--- src/ext_mem_pkg.sv ---
package ext_mem_pkg;
  // ---------------------------------------------------------------
  // widths
  // ---------------------------------------------------------------
  localparam int DATA_W = 16;
  localparam int ADDR_W = 24;
  // ---------------------------------------------------------------
  // port d line positions and reset values
  // ---------------------------------------------------------------
  localparam int PORT_D_LINE_EIGHT = 8;
  localparam int PORT_D_LINE_NINE  = 9;
  localparam logic [15:0] PORT_D_PULLUP_RESET = 16'hFFFF;
  localparam logic [15:0] PORT_D_DIR_RESET    = 16'h0000;
  localparam logic [15:0] PORT_D_ALT_RESET    = 16'h0000;
  // ---------------------------------------------------------------
  // access timing (cycles the strobe stays low)
  // ---------------------------------------------------------------
  localparam int STROBE_TIME_NS = 60;
  localparam int CLOCK_PERIOD_NS = 20;
  localparam int STROBE_CYCLES_INT = (STROBE_TIME_NS + CLOCK_PERIOD_NS - 1) / CLOCK_PERIOD_NS;
  localparam logic [3:0] STROBE_CYCLES = 4'(STROBE_CYCLES_INT);
  // ---------------------------------------------------------------
  // sequencer states, one-hot
  // ---------------------------------------------------------------
  typedef enum logic [3:0] {
    ST_IDLE  = 4'h1,
    ST_WRITE = 4'h2,
    ST_READ  = 4'h4,
    ST_DONE  = 4'h8
  } seq_state_e;
endpackage : ext_mem_pkg

--- src/strobe_if.sv ---
interface strobe_if;
  logic       busy;
  logic       write_low;
  logic       read_low;
  logic       read_end;
  logic [3:0] count;
  modport seq (output busy, output write_low, output read_low, output read_end, output count);
  modport use_side (input busy, input write_low, input read_low, input read_end, input count);
endinterface : strobe_if

--- src/strobe_seq.sv ---
module strobe_seq (
  input  wire logic clock,
  input  wire logic arst_n,
  input  wire logic start,
  input  wire logic is_write,
  strobe_if.seq     sb
);
  ext_mem_pkg::seq_state_e state_r;
  ext_mem_pkg::seq_state_e state_nxt;
  logic [3:0]              count_r;
  logic [3:0]              count_nxt;
  wire last = (count_r == ext_mem_pkg::STROBE_CYCLES - 4'h1);

  // ---------------------------------------------------------------
  // next state; one strobe at a time, never both
  // ---------------------------------------------------------------
  always_comb begin
    state_nxt = state_r;
    count_nxt = count_r;
    case (state_r)
      ext_mem_pkg::ST_IDLE: begin
        count_nxt = 4'h0;
        if (start) state_nxt = is_write ? ext_mem_pkg::ST_WRITE : ext_mem_pkg::ST_READ;
      end
      ext_mem_pkg::ST_WRITE,
      ext_mem_pkg::ST_READ: begin
        count_nxt = count_r + 4'h1;
        if (last) state_nxt = ext_mem_pkg::ST_DONE;
      end
      ext_mem_pkg::ST_DONE: state_nxt = ext_mem_pkg::ST_IDLE;
      default: state_nxt = ext_mem_pkg::ST_IDLE;
    endcase
  end

  always_ff @(posedge clock or negedge arst_n) begin
    if (!arst_n) begin
      state_r <= ext_mem_pkg::ST_IDLE;
      count_r <= 4'h0;
    end else begin
      state_r <= state_nxt;
      count_r <= count_nxt;
    end
  end

  assign sb.busy      = (state_r != ext_mem_pkg::ST_IDLE);
  assign sb.write_low = (state_nxt == ext_mem_pkg::ST_WRITE);
  assign sb.read_low  = (state_nxt == ext_mem_pkg::ST_READ);
  assign sb.read_end  = (state_r == ext_mem_pkg::ST_READ) && last;
  assign sb.count     = count_r;
endmodule : strobe_seq

--- src/ext_mem_strobe_select.sv ---
module ext_mem_strobe_select (
  input  wire logic        clock,
  input  wire logic        arst_n,
  // access request
  input  wire logic        req,
  input  wire logic        req_write,
  input  wire logic        req_program,
  input  wire logic [23:0] req_addr,
  input  wire logic [15:0] req_wdata,
  output logic             ack,
  output logic [15:0]      rdata,
  // configuration bits
  input  wire logic        idle_drive_control,
  input  wire logic        ctrl_pullup_disable,
  input  wire logic [15:0] port_d_pullup_register,
  input  wire logic        port_d_alt_eight,
  input  wire logic        port_d_alt_nine,
  input  wire logic        port_d_dir_eight,
  input  wire logic        port_d_dir_nine,
  input  wire logic        port_d_out_eight,
  input  wire logic        port_d_out_nine,
  output logic             port_d_in_eight,
  output logic             port_d_in_nine,
  // pins
  output logic [23:0]      address_bus_pins,
  input  wire logic [15:0] data_bus_in,
  output logic [15:0]      data_bus_out,
  output logic             data_bus_oe,
  output logic             write_strobe_n,
  output logic             write_strobe_oe,
  output logic             write_strobe_pullup,
  output logic             read_strobe_n,
  output logic             read_strobe_oe,
  output logic             read_strobe_pullup,
  input  wire logic        program_mem_select_in,
  output logic             program_mem_select_n,
  output logic             program_mem_select_oe,
  output logic             program_mem_select_pullup,
  input  wire logic        data_mem_select_in,
  output logic             data_mem_select_n,
  output logic             data_mem_select_oe,
  output logic             data_mem_select_pullup
);
  strobe_if sb ();

  logic        busy_nxt;
  logic        is_write_r;
  logic        is_program_r;
  logic [23:0] addr_r;
  logic [15:0] wdata_r;
  logic        ready_r;

  // ---------------------------------------------------------------
  // sequencer
  // ---------------------------------------------------------------
  wire start = req && !sb.busy && ready_r;

  strobe_seq u_seq (
    .clock    (clock),
    .arst_n   (arst_n),
    .start    (start),
    .is_write (req_write),
    .sb       (sb)
  );

  // capture the request; held steady for the whole access
  always_ff @(posedge clock or negedge arst_n) begin
    if (!arst_n) begin
      is_write_r   <= 1'b0;
      is_program_r <= 1'b0;
      addr_r       <= 24'h000000;
      wdata_r      <= 16'h0000;
    end else if (start) begin
      is_write_r   <= req_write;
      is_program_r <= req_program;
      addr_r       <= req_addr;
      wdata_r      <= req_wdata;
    end
  end

  // pins come out of reset undriven for one cycle, then the bus acts
  always_ff @(posedge clock or negedge arst_n) begin
    if (!arst_n) ready_r <= 1'b0;
    else         ready_r <= 1'b1;
  end

  // ---------------------------------------------------------------
  // next pin values
  // ---------------------------------------------------------------
  wire        active_nxt   = sb.write_low || sb.read_low;
  wire        prog_sel_nxt = active_nxt && (start ? req_program : is_program_r);
  wire        data_sel_nxt = active_nxt && !(start ? req_program : is_program_r);
  wire [23:0] addr_nxt     = start ? req_addr : addr_r;
  wire [15:0] wdata_nxt    = start ? req_wdata : wdata_r;
  wire        drive_idle   = idle_drive_control && ready_r;
  assign busy_nxt = active_nxt;

  // ---------------------------------------------------------------
  // strobes, selects and data bus registers
  // ---------------------------------------------------------------
  always_ff @(posedge clock or negedge arst_n) begin
    if (!arst_n) begin
      write_strobe_n <= 1'b1;
      read_strobe_n  <= 1'b1;
      write_strobe_oe <= 1'b0;
      read_strobe_oe  <= 1'b0;
      data_bus_out   <= 16'h0000;
      data_bus_oe    <= 1'b0;
      address_bus_pins <= 24'h000000;
    end else begin
      write_strobe_n  <= !sb.write_low;
      read_strobe_n   <= !sb.read_low;
      write_strobe_oe <= busy_nxt || drive_idle;
      read_strobe_oe  <= busy_nxt || drive_idle;
      data_bus_out    <= wdata_nxt;
      data_bus_oe     <= sb.write_low;
      address_bus_pins <= addr_nxt;
    end
  end

  // select pins double as port d lines when their alt bit is set
  always_ff @(posedge clock or negedge arst_n) begin
    if (!arst_n) begin
      program_mem_select_n  <= 1'b1;
      program_mem_select_oe <= 1'b0;
      data_mem_select_n     <= 1'b1;
      data_mem_select_oe    <= 1'b0;
    end else begin
      program_mem_select_n  <= port_d_alt_eight ? port_d_out_eight : !prog_sel_nxt;
      program_mem_select_oe <= port_d_alt_eight ? port_d_dir_eight
                                                : (busy_nxt || drive_idle);
      data_mem_select_n     <= port_d_alt_nine ? port_d_out_nine : !data_sel_nxt;
      data_mem_select_oe    <= port_d_alt_nine ? port_d_dir_nine
                                               : (busy_nxt || drive_idle);
    end
  end

  // pull-ups: on in reset, then per configuration bits
  always_ff @(posedge clock or negedge arst_n) begin
    if (!arst_n) begin
      write_strobe_pullup       <= 1'b1;
      read_strobe_pullup        <= 1'b1;
      program_mem_select_pullup <= 1'b1;
      data_mem_select_pullup    <= 1'b1;
    end else begin
      write_strobe_pullup       <= !ctrl_pullup_disable;
      read_strobe_pullup        <= !ctrl_pullup_disable;
      program_mem_select_pullup <= port_d_pullup_register[ext_mem_pkg::PORT_D_LINE_EIGHT];
      data_mem_select_pullup    <= port_d_pullup_register[ext_mem_pkg::PORT_D_LINE_NINE];
    end
  end

  // ---------------------------------------------------------------
  // read data capture and completion
  // ---------------------------------------------------------------
  always_ff @(posedge clock or negedge arst_n) begin
    if (!arst_n) begin
      rdata           <= 16'h0000;
      ack             <= 1'b0;
      port_d_in_eight <= 1'b1;
      port_d_in_nine  <= 1'b1;
    end else begin
      if (sb.read_end) rdata <= data_bus_in;
      ack             <= sb.busy && !active_nxt && !start && (write_strobe_n == 1'b0
                         || read_strobe_n == 1'b0);
      port_d_in_eight <= program_mem_select_in;
      port_d_in_nine  <= data_mem_select_in;
    end
  end

  // ---------------------------------------------------------------
  // assertions
  // ---------------------------------------------------------------
  property p_wr_data;
    @(posedge clock) disable iff (!arst_n)
      !write_strobe_n |-> data_bus_oe;
  endproperty
  a_wr_data: assert property (p_wr_data) else $error("data bus not driven in write");

  property p_wr_len;
    @(posedge clock) disable iff (!arst_n)
      $fell(write_strobe_n) |-> (!write_strobe_n)[*3] ##1 write_strobe_n;
  endproperty
  a_wr_len: assert property (p_wr_len) else $error("write strobe length wrong");

  // the address is launched on the edge that drops the strobe, then held
  property p_wr_valid;
    @(posedge clock) disable iff (!arst_n)
      !write_strobe_n && !port_d_alt_eight && !port_d_alt_nine
        |-> write_strobe_oe && program_mem_select_oe && data_mem_select_oe
            && (program_mem_select_n != data_mem_select_n)
            && ($fell(write_strobe_n) || $stable(address_bus_pins));
  endproperty
  a_wr_valid: assert property (p_wr_valid) else $error("select or address invalid");

  property p_idle_drive;
    @(posedge clock) disable iff (!arst_n)
      $past(ready_r) && write_strobe_n && read_strobe_n && $past(!busy_nxt)
        |-> write_strobe_oe == $past(idle_drive_control);
  endproperty
  a_idle_drive: assert property (p_idle_drive) else $error("idle drive wrong");

  property p_no_both;
    @(posedge clock) disable iff (!arst_n)
      !(!write_strobe_n && !read_strobe_n) && !(!program_mem_select_n && !data_mem_select_n
        && !port_d_alt_eight && !port_d_alt_nine);
  endproperty
  a_no_both: assert property (p_no_both) else $error("two strobes or selects");

  property p_pullup;
    @(posedge clock) disable iff (!arst_n)
      ##1 write_strobe_pullup == !$past(ctrl_pullup_disable);
  endproperty
  a_pullup: assert property (p_pullup) else $error("strobe pull-up wrong");

  property p_prog_sel;
    @(posedge clock) disable iff (!arst_n)
      start && req_program && !port_d_alt_eight ##1 !port_d_alt_eight |-> !program_mem_select_n;
  endproperty
  a_prog_sel: assert property (p_prog_sel) else $error("program select missing");

  property p_data_sel;
    @(posedge clock) disable iff (!arst_n)
      start && !req_program && !port_d_alt_nine ##1 !port_d_alt_nine |-> !data_mem_select_n;
  endproperty
  a_data_sel: assert property (p_data_sel) else $error("data select missing");

  property p_rd_cap;
    @(posedge clock) disable iff (!arst_n)
      sb.read_end |=> rdata == $past(data_bus_in);
  endproperty
  a_rd_cap: assert property (p_rd_cap) else $error("read data not captured");

  property p_port_pu;
    @(posedge clock) disable iff (!arst_n)
      ##1 data_mem_select_pullup == $past(port_d_pullup_register[ext_mem_pkg::PORT_D_LINE_NINE]);
  endproperty
  a_port_pu: assert property (p_port_pu) else $error("port line pull-up wrong");

  property p_prog_pu;
    @(posedge clock) disable iff (!arst_n)
      ##1 program_mem_select_pullup
          == $past(port_d_pullup_register[ext_mem_pkg::PORT_D_LINE_EIGHT]);
  endproperty
  a_prog_pu: assert property (p_prog_pu) else $error("program pin pull-up wrong");

  // read cycle: bus left to the memory, strobe as long as a write strobe
  property p_rd_bus;
    @(posedge clock) disable iff (!arst_n)
      !read_strobe_n |-> !data_bus_oe;
  endproperty
  a_rd_bus: assert property (p_rd_bus) else $error("data bus driven in read");

  property p_rd_len;
    @(posedge clock) disable iff (!arst_n)
      $fell(read_strobe_n) |-> (!read_strobe_n)[*3] ##1 read_strobe_n;
  endproperty
  a_rd_len: assert property (p_rd_len) else $error("read strobe length wrong");

  // idle select drive; oe is registered, so it follows the cycle before
  property p_prog_idle;
    @(posedge clock) disable iff (!arst_n)
      $past(ready_r && !busy_nxt && !port_d_alt_eight)
        |-> program_mem_select_oe == $past(idle_drive_control);
  endproperty
  a_prog_idle: assert property (p_prog_idle) else $error("prog select idle drive wrong");

  property p_data_idle;
    @(posedge clock) disable iff (!arst_n)
      $past(ready_r && !busy_nxt && !port_d_alt_nine)
        |-> data_mem_select_oe == $past(idle_drive_control);
  endproperty
  a_data_idle: assert property (p_data_idle) else $error("data select idle drive wrong");

  // alternate use: the pins follow the port d direction and output bits
  property p_line_eight;
    @(posedge clock) disable iff (!arst_n)
      $past(port_d_alt_eight) |-> program_mem_select_oe == $past(port_d_dir_eight)
        && program_mem_select_n == $past(port_d_out_eight);
  endproperty
  a_line_eight: assert property (p_line_eight) else $error("port line eight wrong");

  property p_line_nine;
    @(posedge clock) disable iff (!arst_n)
      $past(port_d_alt_nine) |-> data_mem_select_oe == $past(port_d_dir_nine)
        && data_mem_select_n == $past(port_d_out_nine);
  endproperty
  a_line_nine: assert property (p_line_nine) else $error("port line nine wrong");
endmodule : ext_mem_strobe_select

--- config.mk ---
export PLATFORM = sky130hd
export DESIGN_NAME = ext_mem_strobe_select
export DESIGN_NICKNAME = d
export VERILOG_FILES = /design/src/ext_mem_pkg.sv /design/src/strobe_if.sv /design/src/strobe_seq.sv /design/src/ext_mem_strobe_select.sv
export SDC_FILE = /design/constraint.sdc
export NUM_CORES = 1
export LEC_CHECK = 0
export ABC_AREA = 1
export BUFFER_PORTS_ARGS = -buffer_cell sky130_fd_sc_hd__buf_2
export CORE_MARGIN = 3
export CORE_UTILIZATION = 49
export DETAILED_ROUTE_END_ITERATION = 16
export PLACE_DENSITY = 0.93
export SYNTH_ARGS = -nofsm -noshare
export SYNTH_HDL_FRONTEND = slang
export SYNTH_SLANG_ARGS = --single-unit
--- constraint.sdc ---
create_clock -name clock -period 4.2 [get_ports clock]
set_input_delay 0.84 -clock clock [delete_from_list [all_inputs] [get_ports clock]]
set_output_delay 0.84 -clock clock [all_outputs]
set_load 0.005 [all_outputs]
==> flow_metrics.py, run 1 <==
metrics = {
    "synthesis": {
        "yosysMostFrequentCell": "nand2_1",
        "ys_types": 26,
        "netlist_instances": 334,
        "yosysTopAreaCell": "dfrtp_1",
        "synthFlopType": "dfrtp_1",
        "synth_edf_count": 0,
        "synth_nets": 423,
        "avgSynthCellArea_um2": 9.41,
        "synth-async-reset-ratio_pct": 100,
        "synth_common_cells": "nand2_1, dfrtp_1, nand3_1",
        "netlist_top_cells_area": "dfrtp_1, nand2_1, dfstp_2, nand3_1, nor2_4",
        "yosys_register_bits": 80,
        "seq_area_frac_synth_pct": 64.1,
        "ys_warn_count": 0,
        "synth_top_area_share_pct": 55.7,
        "synth.cell_area_um2": 3140,
    },
    "placement": {
        "place_congestion": 0.754,
        "io_buffers": 144,
        "hpwlAfterDp_mm": 5.09,
    },
    "clocking": {
        "clk_transition_reported_paths_ns": 0.07,
        "postCtsSetupRepairBufs": 0,
        "cts_sinks": 80,
        "cts_buffers": 9,
        "hold_buffers": 0,
        "cts_tree": "built",
        "worstSkewPairLatency_ns": 0.33,
        "cts.path.max_buffers": 2,
        "cts_max_level": 3,
        "cts_resized": 0,
        "cts_root_buf": "clkbuf_8",
    },
    "die": {
        "die-height_um": 86.1,
        "die_width_um": 86.1,
        "ios": 159,
        "dieArea_um2": 7410,
        "fp-row-count": 28,
        "core-area_um2": 6060,
        "start_util_pct": 51.9,
    },
    "timing": {
        "finalClockSkew_ns": 0.00998,
        "slew_headroom_pct": 36.7,
        "period_minus_slack_ns": 1.81,
        "fmax_mhz": 552,
        "setup_violations": 0,
        "rsz0062_at_grt": "false",
        "finalHoldViolCount": 0,
        "maxSlewViolCount": 0,
        "worst_pin_slew_ns": 0.949,
        "setup_tns_ns": 0,
        "period_share_pct": 43.1,
    },
    "critical_path": {
        "crit_chain": "buf_2",
        "worstPathArrival_ns": 0.97,
        "path_max_fanout": 2,
        "slowest_delay_ns": 0.54,
        "crit_family": "flip-flops",
        "worst-path-buf-inv": 1,
        "end_kind": "output pin",
        "required_ns": 3.36,
        "crit_type": "reg -> out",
        "cp-start-kind": "register",
        "cp_slowest_cell": "dfstp_2",
    },
    "power": {
        "vdd_drop_max_mv": 0.355,
        "p_leak_nw": 2.31,
        "power_density_nw_per_um2": 651,
        "power_mw": 2.69,
    },
    "grt": {
        "grt_usage_pct": 19.2,
        "gr-total-overflow": 0,
        "grt_pass1_vias": 2574,
        "grt_pass1_wl_mm": 11.2,
        "antenna_found_initial": 0,
        "grt_max_degree": 81,
    },
    "drt": {
        "wl_per_cell_um": 12.5,
        "ant_nets": 0,
        "drc_errors": 0,
        "dr.pass1.iters": 4,
        "first_iter_violations": 87,
        "vias": 2647,
        "routed_wl_mm": 6.96,
        "routed_via_density": 4.75,
    },
    "cells_and_area": {
        "multi_input_area_um2": 1010,
        "num_antenna_cells": 0,
        "ff_latch_area_um2": 2010,
        "areaGrowthSynthToFinish_pct": 31.6,
        "drive_gt1_share_pct": 39.0,
        "nNetsFinal": 566,
        "fillers": 481,
    },
    "job": {
        "maxCapViolCount": 0,
    },
    "outcome": {
        "outcome": "completed",
    },
    "min_path": {
        "min_path_type": "reg -> reg",
    },
}
## state kept, by name, summed over array words and instances, names as in the netlist, 4 cells and up
| signal | count |
|---|---|
| address_bus_pins | 24 |
| rdata | 16 |
| u_seq.state_r | 4 |
| u_seq.sb.count | 4 |
| data_bus_out | 16 |
## stage by stage
stage / setup slack [ns] / util (%) / hold WS [ns] / area, µm² / cells
floorplan: 2.66 / - / 0.456 / 3140 / 334
global placement: 2.20 / 64.4 / 0.451 / 3900 / 541
detailed placement: 2.16 / 64.4 / 0.455 / 3900 / 541
CTS: 2.37 / 68.2 / 0.473 / 4140 / 557
global route: 2.29 / 68.2 / 0.498 / 4140 / 557
finish: 2.39 / 68.2 / 0.470 / 4140 / 557
## worst paths after layout
path                                         endpoint              start  depth (start not counted)  slack [ns]
worst max-delay path                    read_strobe_n      read_strobe_n                          1        2.39
worst min register to register              rdata[13]          rdata[13]                          2        0.47
min in group asynchronous            u_seq.state_r[2]             arst_n                          1        0.66
worst max register to register  program_mem_select_oe  u_seq.sb.count[0]                          9        2.48
worst min-delay path                        rdata[13]          rdata[13]                          2        0.47
max in group asynchronous        address_bus_pins[16]             arst_n                          1        2.92
## per-layer routing
metal	track usage (%)	share of wire, %
met1	23.3	41
met2	32.8	50
met3	4.51	8.0
met4	7.91	0.93
met5	0	0
## area by class of cell
class	instances	area share, %
Sequential cell	80	48.7
Multi-Input combinational cell	226	24.4
Timing Repair Buffer	145	17.7
Clock buffer	14	4.17
Tap cell	75	2.27
Clock inverter	2	1.45
Inverter	15	1.36
## cells in the final DEF, fill, tap and decap left out
master     count
nand2_1      175
nor2_1         7
dfstp_2       10
o22ai_1        1
nand2_2        1
nand4_1        1
ha_1           2
clkbuf_8      12
xnor2_1        1
buf_4          2
nand3_2        4
clkbuf_1       2
inv_2          5
o21ai_1        3
nand3_1       19
xor2_1         1
inv_1          9
nand3_4        1
o22ai_2        1
clkinv_1       1
conb_1         1
nor2_4         4
nand2_4        2
nor2_2         1
and3_1         1
bufinv_16      2
buf_2        143
dfrtp_1       70
## cell families after synthesis
kind of cell / synth area share, %
AND/OR/NAND/NOR: 29.5
flip-flops: 64.1
buffers and inverters: 3.86
AO/OA/AOI/OAI: 1.07
XOR/XNOR: 0.557
adder cells (fa/ha/maj): 0.796
other: 0.119
## where the power goes
group          switching, mW  leakage (nW)  internal (mW)
sequential             0.147         0.928           1.06
combinational          0.480          1.26          0.374
clock                  0.245         0.117          0.385
Note: power is estimated with default switching activity, not from simulation.
==> run 2, diff against run 1 <==
--- a/config.mk
+++ b/config.mk
@@ -8,9 +8,9 @@
 export ABC_AREA = 1
 export BUFFER_PORTS_ARGS = -buffer_cell sky130_fd_sc_hd__buf_2
 export CORE_MARGIN = 3
-export CORE_UTILIZATION = 49
+export CORE_UTILIZATION = 41
 export DETAILED_ROUTE_END_ITERATION = 16
-export PLACE_DENSITY = 0.93
+export PLACE_DENSITY = 0.84
 export SYNTH_ARGS = -nofsm -noshare
 export SYNTH_HDL_FRONTEND = slang
 export SYNTH_SLANG_ARGS = --single-unit
==> constraint.sdc (replaced) <==
create_clock -name clock -period 1.5 [get_ports clock]
set_input_delay 0.3 -clock clock [delete_from_list [all_inputs] [get_ports clock]]
set_output_delay 0.3 -clock clock [all_outputs]
set_load 0.005 [all_outputs]
==> run 2 against run 1 <==
Clock-buffer cell count down 3; wire length up 5.9%; critical path depth up 8; via count up 2.5%; register-to-register slack worse by 2.4 ns; flip-flop and latch count unchanged.
==> flow_metrics.py, run 2 (same netlist as run 1, synthesis figures left out) <==
metrics = {
    "outcome": {
        "outcome": "completed",
    },
    "power": {
        "switching_share_pct": 32.5,
        "p_comb_share_pct": 32.3,
        "p_leak_nw": 2.40,
        "power.net_switching_mw": 2.55,
        "p_clk_share_pct": 24.2,
        "power_density_nw_per_um2": 1810,
        "internal-power_mw": 5.29,
        "p_seq_share_pct": 43.5,
        "vdd_drop_max_mv": 0.829,
    },
    "critical_path": {
        "required_ns": 1.75,
        "crit_family": "simple AND/OR/NAND/NOR gates",
        "end_kind": "register",
        "path_max_fanout": 6,
        "crit_type": "reg -> reg",
        "cp-start-kind": "register",
        "cp.depth": 9,
        "slowest_delay_ns": 0.41,
        "cp_slowest_cell": "dfrtp_1",
        "crit_chain": "inv_1 -> ha_2 -> nand2_2 -> nor2_4 -> nand3_2 -> nand3_4 -> nand2_4 -> nand2_2 -> nand2_1",
        "cp_common_cell": "nand2_2",
        "worstPathArrival_ns": 1.68,
        "reg2regPathDepth": 9,
        "worst-path-buf-inv": 1,
    },
    "grt": {
        "grt_usage_pct": 17.2,
        "gr-total-overflow": 0,
        "grt_pass1_vias": 2722,
        "grt_pass1_wl_mm": 11.8,
        "antenna_found_initial": 0,
        "grt_max_degree": 33,
    },
    "die": {
        "die_width_um": 93.6,
        "dieArea_um2": 8760,
        "ios": 159,
        "core-area_um2": 7330,
        "fp-row-count": 31,
        "die-height_um": 93.6,
        "start_util_pct": 42.9,
    },
    "cells_and_area": {
        "largestRegisters": "address_bus_pins (24), data_bus_out (16), rdata (16)",
        "layout_common_cells": "nand2_1, buf_2, dfrtp_1",
        "final_common_cell": "nand2_1",
        "largest_reg_flops": 24,
        "fin_cells": 593,
        "nNetsFinal": 578,
        "drive_gt1_share_pct": 41.3,
        "areaGrowthSynthToFinish_pct": 37.5,
        "largest_register": "address_bus_pins",
        "num_antenna_cells": 0,
    },
    "clocking": {
        "cts_max_level": 3,
        "cts_tree": "built",
        "clk_transition_reported_paths_ns": 0.09,
        "cts_root_buf": "clkbuf_8",
        "worstSkewPairLatency_ns": 0.35,
        "cts_sinks": 80,
        "cts_buffers": 9,
        "cts.path.max_buffers": 2,
    },
    "placement": {
        "hpwlAfterDp_mm": 5.58,
        "io_buffers": 144,
        "post-place-cells": 574,
        "place_congestion": 0.830,
    },
    "drt": {
        "dr.pass1.iters": 4,
        "wl_met1_mm": 3.00,
        "first_iter_violations": 46,
        "ant_nets": 0,
        "routed_via_density": 4.57,
        "wl_per_cell_um": 12.4,
        "routed_wl_mm": 7.37,
        "vias": 2712,
        "top_layer": "met4",
        "wl_met2_mm": 3.71,
        "drc_errors": 0,
        "wl_met3_um": 539,
    },
    "timing": {
        "finalClockSkew_ns": 0.0148,
        "finalHoldViolCount": 0,
        "maxSlewViolCount": 0,
        "period_minus_slack_ns": 1.44,
        "fmax_mhz": 696,
        "period_share_pct": 95.7,
        "rsz0062_at_grt": "true",
        "setup_violations": 0,
        "timing.hold.ws_ns": 0.0429,
    },
    "min_path": {
        "min_path_type": "in -> reg",
        "min_path_cells": 2,
    },
    "job": {
        "maxCapViolCount": 0,
    },
}
[run 2: cell count changes in the layout (fill, tap and decap cells not counted), moves of 2 or more]
cell,change
nand2_2,+2
clkbuf_8,-2
buf_12,+3
buf_4,+8
nand2_1,-3
[run 2: final cells by class]
type	instances	area [µm²]
Clock buffer	11	141
Clock inverter	5	104
Fill cell	634	3010
Inverter	15	56.3
Multi-Input combinational cell	226	1020
Sequential cell	80	2010
Tap cell	99	124
Timing Repair Buffer	157	861
[run 2: worst paths after layout]
path	startpoint	endpoint	slack, ns
setup reg to reg	u_seq.sb.count[0]	program_mem_select_oe	0.06
min in group asynchronous	arst_n	rdata[8]	0.42
setup / recovery	u_seq.sb.count[0]	program_mem_select_oe	0.06
hold / removal	ctrl_pullup_disable	read_strobe_pullup	0.04
max in group asynchronous	arst_n	u_seq.state_r[0]	0.50
hold reg to reg	rdata[12]	rdata[12]	0.47
[run 2: metrics by stage]
stage	power (mW)	utilization, %	setup WS, ns	cell area (µm²)	setup TNS, ns
after global placement	5.81	55.1	0.144	4040	0
after CTS	7.87	58.6	0.0804	4290	0
after global routing	8.41	59.0	-0.0194	4320	-0.0265
final	7.84	59.0	0.0638	4320	0
after detailed placement	5.95	55.1	0.0971	4040	0
after floorplan	4.70	-	0.148	3140	0
[run 2: worst register-to-register path: cells and delay by family (launching register included)]
family,cells,cell delay (ns)
simple gates,7,0.66
flops,1,0.41
fa+ha+maj,1,0.18
buf+inv,1,0.08
[run 2: repair_timing]
| action | CTS | global route |
|---|---|---|
| gates resized for setup | 0 | 5 |
| setup endpoints to repair | 0 | 16 |
| endpoints found under the hold margin | 24 | 0 |
| hold buffers | 1 | 0 |
| buffers inserted | 0 | 2 |
[run 2: layer usage]
metal,track usage (%),vias up
li1,-,1330
met2,29.7,105
met1,19.8,1265
met5,0,-
met3,4.42,12
met4,8.30,0
[run 2: power by group through the flow]
stage	clock network [mW]	logic, mW	registers (mW)
detailed placement	0	2.52	3.42
global placement	0	2.41	3.40
finish	1.90	2.53	3.41
CTS	1.94	2.52	3.41
floorplan	0	1.21	3.49
global route	2.04	2.86	3.51
